**src/blit_param_defines.svh**
```systemverilog
`ifndef BLIT_PARAM_DEFINES_SVH
`define BLIT_PARAM_DEFINES_SVH

// memory-mapped offsets of the parameter registers
`define OFS_WIDTH_LOW       8'h08
`define OFS_WIDTH_HIGH      8'h09
`define OFS_HEIGHT_LOW      8'h0a
`define OFS_HEIGHT_HIGH     8'h0b
`define OFS_DPITCH_LOW      8'h0c
`define OFS_DPITCH_HIGH     8'h0d
`define OFS_SPITCH_LOW      8'h0e
`define OFS_SPITCH_HIGH     8'h0f
`define OFS_DSTART_B0       8'h10
`define OFS_DSTART_B1       8'h11
`define OFS_DSTART_B2       8'h12
`define OFS_SSTART_B0       8'h14
`define OFS_SSTART_B1       8'h15
`define OFS_SSTART_B2       8'h16
`define OFS_WRITE_MASK      8'h17

// field widths, full and reduced variants
`define WIDTH_BITS_FULL     13
`define WIDTH_BITS_RED      11
`define HEIGHT_BITS_FULL    11
`define HEIGHT_BITS_RED     10
`define PITCH_BITS          13
`define START_BITS_FULL     22
`define START_BITS_RED      21

// write-mask register fields
`define WMASK_DEST_LSB      0
`define WMASK_DEST_MSB      2
`define WMASK_P24_LSB       3
`define WMASK_P24_MSB       4
`define WMASK_DWPTR_LSB     5
`define WMASK_DWPTR_MSB     6
`define WMASK_IMPL          8'h7f

`define RESET_BYTE          8'h00

`endif

```
**src/blit_param_pkg.sv**
```systemverilog
package blit_param_pkg;
	typedef logic [7:0] byte_t;
	typedef enum logic [2:0] {
		ENG_IDLE   = 3'b001,
		ENG_BUSY   = 3'b010,
		ENG_FINISH = 3'b100
	} engine_state_e;
endpackage

```
**src/byte_field_reg.sv**
```systemverilog
`timescale 1ns/100ps
`include "blit_param_defines.svh"

// one field spread over byte registers: pending copy written by software,
// working copy loaded when a transfer starts
module byte_field_reg #(
	parameter int NBYTES   = 2,
	parameter int IMPL     = 13,
	parameter bit BUFFERED = 1'b1
) (
	// clock and reset
	input  wire logic                  clk_sys_i,
	input  wire logic                  reset_n_i,
	// software side
	input  wire logic                  wr_en_i,
	input  wire logic [1:0]            wr_byte_i,
	input  wire logic [7:0]            wr_data_i,
	input  wire logic [1:0]            rd_byte_i,
	output logic      [7:0]            rd_data_o,
	// engine side
	input  wire logic                  load_i,
	output logic      [NBYTES*8-1:0]   work_o
);
	localparam logic [NBYTES*8-1:0] MASK = {NBYTES*8{1'b1}} >> (NBYTES*8-IMPL);

	logic [NBYTES*8-1:0] pending;
	logic [NBYTES*8-1:0] next_pending;

	always_comb begin
		next_pending = pending;
		next_pending[wr_byte_i*8 +: 8] = wr_data_i;
		next_pending = next_pending & MASK;
	end

	always_ff @(posedge clk_sys_i) begin
		if (!reset_n_i) begin
			pending <= '0;
		end else if (wr_en_i) begin
			pending <= next_pending;
		end
	end

	always_ff @(posedge clk_sys_i) begin
		if (!reset_n_i) begin
			work_o <= '0;
		end else if (!BUFFERED) begin
			work_o <= wr_en_i ? next_pending : pending;
		end else if (load_i) begin
			work_o <= pending;
		end
	end

	assign rd_data_o = pending[rd_byte_i*8 +: 8];
endmodule

```
**src/blit_parameter_registers.sv**
```systemverilog
`timescale 1ns/100ps
`include "blit_param_defines.svh"

module blit_parameter_registers #(
	parameter bit REDUCED = 1'b0
) (
	// clock and reset
	input  wire logic                         clk_sys_i,
	input  wire logic                         reset_n_i,
	// indexed register port, offsets as memory-mapped window
	input  wire logic                         reg_wr_i,
	input  wire logic [7:0]                   reg_addr_i,
	input  wire logic [7:0]                   reg_wdata_i,
	output logic      [7:0]                   reg_rdata_o,
	// transfer control
	input  wire logic                         start_i,
	input  wire logic                         autostart_en_i,
	input  wire logic                         engine_done_i,
	output logic                              buffered_status_o,
	output logic                              engine_busy_o,
	output logic                              transfer_start_o,
	// working parameters toward the engine core
	output logic      [`WIDTH_BITS_FULL-1:0]  width_o,
	output logic      [`HEIGHT_BITS_FULL-1:0] height_o,
	output logic      [`PITCH_BITS-1:0]       dest_pitch_o,
	output logic      [`PITCH_BITS-1:0]       src_pitch_o,
	output logic      [`START_BITS_FULL-1:0]  dest_start_o,
	output logic      [`START_BITS_FULL-1:0]  src_start_o,
	output logic      [2:0]                   dest_write_mask_o,
	output logic      [1:0]                   packed24_mask_o,
	output logic      [1:0]                   dword_pointer_o,
	output logic      [4:0]                   skip_count_o
);
	import blit_param_pkg::*;

	localparam int W_IMPL = REDUCED ? `WIDTH_BITS_RED : `WIDTH_BITS_FULL;
	localparam int H_IMPL = REDUCED ? `HEIGHT_BITS_RED : `HEIGHT_BITS_FULL;
	localparam int S_IMPL = REDUCED ? `START_BITS_RED : `START_BITS_FULL;
	localparam bit BUF    = !REDUCED;

	engine_state_e state;
	engine_state_e next_state;
	logic          load;
	logic          set_waiting;
	logic [7:0]    write_mask;

	// per-field decode: which field, which byte
	logic [5:0]    wr_sel;
	logic [1:0]    byte_idx;
	logic [7:0]    rd_w, rd_h, rd_dp, rd_sp, rd_ds, rd_ss;
	logic [15:0]   w_full, h_full, dp_full, sp_full;
	logic [23:0]   ds_full, ss_full;

	function automatic logic in_range(input logic [7:0] a, input logic [7:0] base,
		input logic [7:0] n);
		in_range = (a >= base) && (a < base + n);
	endfunction

	always_comb begin
		wr_sel   = 6'b00_0000;
		byte_idx = 2'd0;
		if (in_range(reg_addr_i, `OFS_WIDTH_LOW, 8'd2)) begin
			wr_sel[0] = 1'b1;
			byte_idx  = 2'(reg_addr_i - `OFS_WIDTH_LOW);
		end else if (in_range(reg_addr_i, `OFS_HEIGHT_LOW, 8'd2)) begin
			wr_sel[1] = 1'b1;
			byte_idx  = 2'(reg_addr_i - `OFS_HEIGHT_LOW);
		end else if (in_range(reg_addr_i, `OFS_DPITCH_LOW, 8'd2)) begin
			wr_sel[2] = 1'b1;
			byte_idx  = 2'(reg_addr_i - `OFS_DPITCH_LOW);
		end else if (in_range(reg_addr_i, `OFS_SPITCH_LOW, 8'd2)) begin
			wr_sel[3] = 1'b1;
			byte_idx  = 2'(reg_addr_i - `OFS_SPITCH_LOW);
		end else if (in_range(reg_addr_i, `OFS_DSTART_B0, 8'd3)) begin
			wr_sel[4] = 1'b1;
			byte_idx  = 2'(reg_addr_i - `OFS_DSTART_B0);
		end else if (in_range(reg_addr_i, `OFS_SSTART_B0, 8'd3)) begin
			wr_sel[5] = 1'b1;
			byte_idx  = 2'(reg_addr_i - `OFS_SSTART_B0);
		end
	end

	// width, low byte then upper five bits (three when REDUCED)
	byte_field_reg #(.NBYTES(2), .IMPL(W_IMPL), .BUFFERED(BUF)) u_width (
		.clk_sys_i (clk_sys_i),
		.reset_n_i (reset_n_i),
		.wr_en_i   (reg_wr_i && wr_sel[0]),
		.wr_byte_i (byte_idx),
		.wr_data_i (reg_wdata_i),
		.rd_byte_i (byte_idx),
		.rd_data_o (rd_w),
		.load_i    (load),
		.work_o    (w_full)
	);

	// height is always double-buffered; the engine never writes it back
	byte_field_reg #(.NBYTES(2), .IMPL(H_IMPL), .BUFFERED(1'b1)) u_height (
		.clk_sys_i (clk_sys_i),
		.reset_n_i (reset_n_i),
		.wr_en_i   (reg_wr_i && wr_sel[1]),
		.wr_byte_i (byte_idx),
		.wr_data_i (reg_wdata_i),
		.rd_byte_i (byte_idx),
		.rd_data_o (rd_h),
		.load_i    (load),
		.work_o    (h_full)
	);

	// destination pitch
	byte_field_reg #(.NBYTES(2), .IMPL(`PITCH_BITS), .BUFFERED(BUF)) u_dpitch (
		.clk_sys_i (clk_sys_i),
		.reset_n_i (reset_n_i),
		.wr_en_i   (reg_wr_i && wr_sel[2]),
		.wr_byte_i (byte_idx),
		.wr_data_i (reg_wdata_i),
		.rd_byte_i (byte_idx),
		.rd_data_o (rd_dp),
		.load_i    (load),
		.work_o    (dp_full)
	);

	// source pitch; low three high-byte bits are software's concern
	byte_field_reg #(.NBYTES(2), .IMPL(`PITCH_BITS), .BUFFERED(BUF)) u_spitch (
		.clk_sys_i (clk_sys_i),
		.reset_n_i (reset_n_i),
		.wr_en_i   (reg_wr_i && wr_sel[3]),
		.wr_byte_i (byte_idx),
		.wr_data_i (reg_wdata_i),
		.rd_byte_i (byte_idx),
		.rd_data_o (rd_sp),
		.load_i    (load),
		.work_o    (sp_full)
	);

	// destination start, three bytes
	byte_field_reg #(.NBYTES(3), .IMPL(S_IMPL), .BUFFERED(BUF)) u_dstart (
		.clk_sys_i (clk_sys_i),
		.reset_n_i (reset_n_i),
		.wr_en_i   (reg_wr_i && wr_sel[4]),
		.wr_byte_i (byte_idx),
		.wr_data_i (reg_wdata_i),
		.rd_byte_i (byte_idx),
		.rd_data_o (rd_ds),
		.load_i    (load),
		.work_o    (ds_full)
	);

	// source start; any write to its byte 0 is simply stored
	byte_field_reg #(.NBYTES(3), .IMPL(S_IMPL), .BUFFERED(BUF)) u_sstart (
		.clk_sys_i (clk_sys_i),
		.reset_n_i (reset_n_i),
		.wr_en_i   (reg_wr_i && wr_sel[5]),
		.wr_byte_i (byte_idx),
		.wr_data_i (reg_wdata_i),
		.rd_byte_i (byte_idx),
		.rd_data_o (rd_ss),
		.load_i    (load),
		.work_o    (ss_full)
	);

	// write mask, bit 7 reserved and reads zero
	always_ff @(posedge clk_sys_i) begin
		if (!reset_n_i) begin
			write_mask <= `RESET_BYTE;
		end else if (reg_wr_i && reg_addr_i == `OFS_WRITE_MASK) begin
			write_mask <= reg_wdata_i & `WMASK_IMPL;
		end
	end

	// read mux
	always_comb begin
		case (1'b1)
			wr_sel[0]: reg_rdata_o = rd_w;
			wr_sel[1]: reg_rdata_o = rd_h;
			wr_sel[2]: reg_rdata_o = rd_dp;
			wr_sel[3]: reg_rdata_o = rd_sp;
			wr_sel[4]: reg_rdata_o = rd_ds;
			wr_sel[5]: reg_rdata_o = rd_ss;
			default:   reg_rdata_o = (reg_addr_i == `OFS_WRITE_MASK) ? write_mask : 8'h00;
		endcase
	end

	// a set waits from any parameter write until a transfer takes it
	always_ff @(posedge clk_sys_i) begin
		if (!reset_n_i) begin
			set_waiting <= 1'b0;
		end else if (reg_wr_i && (wr_sel != 6'b00_0000 || reg_addr_i == `OFS_WRITE_MASK)) begin
			set_waiting <= 1'b1;
		end else if (load) begin
			set_waiting <= 1'b0;
		end
	end

	// explicit start, or autostart when idle with a set waiting
	assign load = (state == ENG_IDLE) && (start_i || (autostart_en_i && set_waiting));

	always_comb begin
		case (state)
			ENG_IDLE:   next_state = load ? ENG_BUSY : ENG_IDLE;
			ENG_BUSY:   next_state = engine_done_i ? ENG_FINISH : ENG_BUSY;
			ENG_FINISH: next_state = ENG_IDLE;
			default:    next_state = ENG_IDLE;
		endcase
	end

	always_ff @(posedge clk_sys_i) begin
		if (!reset_n_i) begin
			state <= ENG_IDLE;
		end else begin
			state <= next_state;
		end
	end

	always_ff @(posedge clk_sys_i) begin
		if (!reset_n_i) begin
			transfer_start_o  <= 1'b0;
			dest_write_mask_o <= 3'd0;
			packed24_mask_o   <= 2'd0;
			dword_pointer_o   <= 2'd0;
			skip_count_o      <= 5'd0;
		end else begin
			transfer_start_o <= load;
			if (load) begin
				dest_write_mask_o <= write_mask[`WMASK_DEST_MSB:`WMASK_DEST_LSB];
				packed24_mask_o   <= write_mask[`WMASK_P24_MSB:`WMASK_P24_LSB];
				dword_pointer_o   <= write_mask[`WMASK_DWPTR_MSB:`WMASK_DWPTR_LSB];
				// leading pixels (or packed-24 bytes) left unwritten per line
				skip_count_o      <= write_mask[4:0];
			end
		end
	end

	assign buffered_status_o = set_waiting && (state != ENG_IDLE);
	assign engine_busy_o     = (state != ENG_IDLE);
	assign width_o           = w_full[`WIDTH_BITS_FULL-1:0];
	assign height_o          = h_full[`HEIGHT_BITS_FULL-1:0];
	assign dest_pitch_o      = dp_full[`PITCH_BITS-1:0];
	assign src_pitch_o       = sp_full[`PITCH_BITS-1:0];
	assign dest_start_o      = ds_full[`START_BITS_FULL-1:0];
	assign src_start_o       = ss_full[`START_BITS_FULL-1:0];
endmodule

```
**config.mk**
```make
export PLATFORM = sky130hd
export DESIGN_NAME = blit_parameter_registers
export DESIGN_NICKNAME = d
export VERILOG_FILES = /design/src/blit_param_pkg.sv /design/src/byte_field_reg.sv /design/src/blit_parameter_registers.sv
export VERILOG_INCLUDE_DIRS = /design/src /design/src/src
export SDC_FILE = /design/constraint.sdc
export NUM_CORES = 1
export LEC_CHECK = 0
export BUFFER_PORTS_ARGS = -buffer_cell sky130_fd_sc_hd__buf_2
export CAP_MARGIN = 20
export CORE_ASPECT_RATIO = 2
export CORE_MARGIN = 2
export CORE_UTILIZATION = 55
export CTS_CLUSTER_DIAMETER = 120
export DETAILED_ROUTE_END_ITERATION = 16
export PLACE_DENSITY = 0.89
export SYNTH_ARGS = -nofsm -noshare
export SYNTH_HDL_FRONTEND = slang
export SYNTH_SLANG_ARGS = --single-unit
export TNS_END_PERCENT = 30
```
**constraint.sdc**
```tcl
create_clock -name clk_sys_i -period 3 [get_ports clk_sys_i]
set_input_delay 0.6 -clock clk_sys_i [delete_from_list [all_inputs] [get_ports clk_sys_i]]
set_output_delay 0.6 -clock clk_sys_i [all_outputs]
set_load 0.03 [all_outputs]
```
==> reports/qor.csv <==
metric;value;unit
Clock Tree Root;clkbuf_16;
largest net degree at the start of global routing;93;
initial drt markers;485;
CP Launch Type;input port;
most used cell, CP;buf_4;
DR vias;8566;
Final setup viols;0;
Max Freq;0.337;GHz
Die Y-Extent;186;um
clk_skew;0.0144;ns
worst-path cell chain;buf_4 > and3b_2 > buf_4 > nor3_1 > nand2_2 > o211ai_1 > nand3_1 > buf_6;
Seq/Total Area, Yosys;45.3;%
Hold Startpoint;engine_done_i;
# clock sinks;207;
EDFF count, synth;0;
I/O Pins;139;
Layout fillers;1245;
Max clock buf depth;3;
period utilisation layout;98.9;%
Worst path slowest cell;nor3_1;
H-tree depth;1;
first-pass GRT wire length;46300;um
PwrDens;511;nW/um^2
Worst-Margin Slew;0.563;ns
CP Max Fanout;5;
worst min-delay path category;input port to register;
routed wire length;31000;um
final non-filler cell area;11500;um^2
Placed Instances;1428;
die width;95.2;um
Buffers on Ports;138;
Mean Syn Cell Area;8.59;um^2
CP Launch Point;reg_addr_i[4];
overall power;5.86;mW
Worst-Skew Late Latency;0.49;ns
CTS tree;done;
gpl congestion;1.01;
Clock transition at path regs;0.07;ns
RSZ-0062 raised after global routing;true;
Synth area leaders;dfxtp_1, nand2_1, a21boi_0;
Async SR Flop Fraction;0;%
vias in the first global route;8322;
setup_tns;0;ns
area delta synth->final;25.2;%
gate count of the mapped netlist;1065;
row count;66;
synthesized netlist net count;1090;
hold_buf cts;0;
Slew HR;62.4;%
status;completed;
via-per-instance ratio;5.83;
starting density of the core;56.2;%
Num CTS Buffers;18;
die area;17700;um^2
Yosys top cell by area;dfxtp_1;
leak pwr;4.51;nW
Largest stage delay, worst path;0.42;ns
initial antenna violation count;0;
layout cells sized above 1;24.9;%
Min Clock Period, post-route;2.97;ns
Worst R2R Start;state[0];
GRT overflow;0;
nature of the critical path endpoint;output port;
Synth cell types;57;
diode count;0;
top-area cell type share of the netlist area;45.3;%
crit path kind;input port to output port;
final hold violation count;0;
Cell Area, Synth;9150;um^2
non-filler cells, final;1470;
post-route ant nets;0;
detailed placement HPWL;23000;um
WL/cell;21.1;um
max-cap violations;0;
DP Area;10600;um^2
Req. time, crit path;2.40;ns
Core Footprint;16300;um^2
Hold WS;0.369;ns
Slew Viols, Final;0;
#FFs+latches synth;207;
Syn. warnings;0;
drc violations;0;
critical path arrival;2.37;ns
drt pass-1 iters;7;
top_reg_cell synth;dfxtp_1;
GRT Resource Usage Total;34.4;%
Max VDD drop;0.519;mV
layout net count;1281;
layout by cell type (no fill, tap or decap), types with 3 or more instances in the layout:
cell       synthesis  final
nor2_8             3      3
nor2b_1           71     71
inv_1              4      4
and2_1            19     18
nand2b_1           9      9
a21boi_0         128    128
nor2_2             3      3
and3_1             8      8
buf_4              6    108
o211ai_1           7      7
and2_0             4      4
mux4_2             3      3
bufinv_16          0      5
o22ai_1           13     12
nor3_2             3      4
nand3_1           31     31
nor3_1            13     12
nand2_1          275    273
o21ai_0           19     19
nor2_1            25     25
buf_6              4      5
buf_12             0      9
dfxtp_1          207    207
ha_1               3      3
mux2_2             3      3
a21oi_1            9      9
buf_2             14    129
clkbuf_16          0     19
a22oi_1           39     39
a211oi_1           4      4
mux2i_1           47     46
Yosys cell counts (all sizes together), types with 2 or more instances:
| library cell | instances |
|---|---|
| and2 | 23 |
| mux2i | 47 |
| a21boi | 128 |
| a211o | 2 |
| or2 | 2 |
| o211ai | 7 |
| dfxtp | 207 |
| clkbuf | 53 |
| nand2 | 275 |
| a21oi | 9 |
| or3 | 3 |
| and4bb | 2 |
| ha | 3 |
| buf | 28 |
| nor2b | 71 |
| o21ai | 20 |
| mux4 | 3 |
| a22oi | 39 |
| inv | 5 |
| nand3 | 31 |
| nor2 | 31 |
| o22ai | 13 |
| and3 | 8 |
| nand4 | 4 |
| nand2b | 9 |
| nor3b | 3 |
| nor3 | 17 |
| a2111oi | 2 |
| mux2 | 3 |
| a211oi | 4 |
final cells by class:
type                    instances  area, um^2  area share [%]
clock buffers                  20         489            4.27
clock inverters                10         185            1.62
inverters                       5        21.3           0.186
multi-input cells             773        4660            40.7
flip-flops and latches        207        4140            36.2
well taps                     204         255            2.23
repair buffers                251        1690            14.8
critical path: cells and delay by family:
kind	cells	cell delay [ns]
simple gates	4	1.02
buf+inv	3	0.44
compound gates	1	0.30
repair_timing:
action | CTS | global route
setup buffers | 0 | 11
gates resized for setup | 1 | 24
endpoints found under the setup margin | 4 | 6
pin swaps | 0 | 10
gates cloned | 0 | 1
cell families (layout without fill, tap and decap cells):
family | Yosys count | in the layout | synth area share (%)
xor gates and xnor gates | 1 | 1 | 0.0958
and+or+nand+nor | 483 | 484 | 25.4
AOI/OAI and AO/OA | 232 | 232 | 18.2
DFF | 207 | 207 | 45.3
muxes | 53 | 53 | 6.25
adders and majority gates | 3 | 3 | 0.410
buffers and inverters | 86 | 286 | 4.32
stage by stage:
step                      setup WS (ns)  util, %
after floorplan                   0.172        -
after global placement          -0.0412     65.1
after detailed placement        -0.0704     65.1
after CTS                       -0.0264     69.3
after global routing           -0.00602     70.4
final                            0.0344     70.4
state kept, by name, indices dropped and copies added (netlist names), 2 cells and up:
signal / cells
u_dstart.work_o: 22
u_dpitch.work_o: 13
dword_pointer_o: 2
u_spitch.pending: 13
u_sstart.work_o: 22
packed24_mask_o: 2
u_height.pending: 11
u_dpitch.pending: 13
u_width.pending: 13
u_height.work_o: 11
write_mask: 7
u_dstart.pending: 22
dest_write_mask_o: 2
u_width.work_o: 13
u_spitch.work_o: 13
state: 3
u_sstart.pending: 22
per-layer routing:
layer,global-route usage (%),part of all wire (%),up-vias
met3,3.84,5.5,118
met1,36.1,34,4101
met4,21.9,7.7,0
met2,62.2,53,361
li1,-,-,3986
met5,0,0,-
worst paths after layout:
kind,slack (ns),to,cells past startpoint
worst max-delay path,0.03,reg_rdata_o[4],8
worst min-delay path,0.37,state[2],2
worst max register to register,0.97,u_dstart.work_o[0],5
worst min register to register,0.46,dword_pointer_o[1],2
power breakdown:
group | internal, mW | switching [mW]
combinational | 0.164 | 0.288
sequential | 2.75 | 0.00398
clock | 1.61 | 1.04
(Power assumes the default switching activity.)
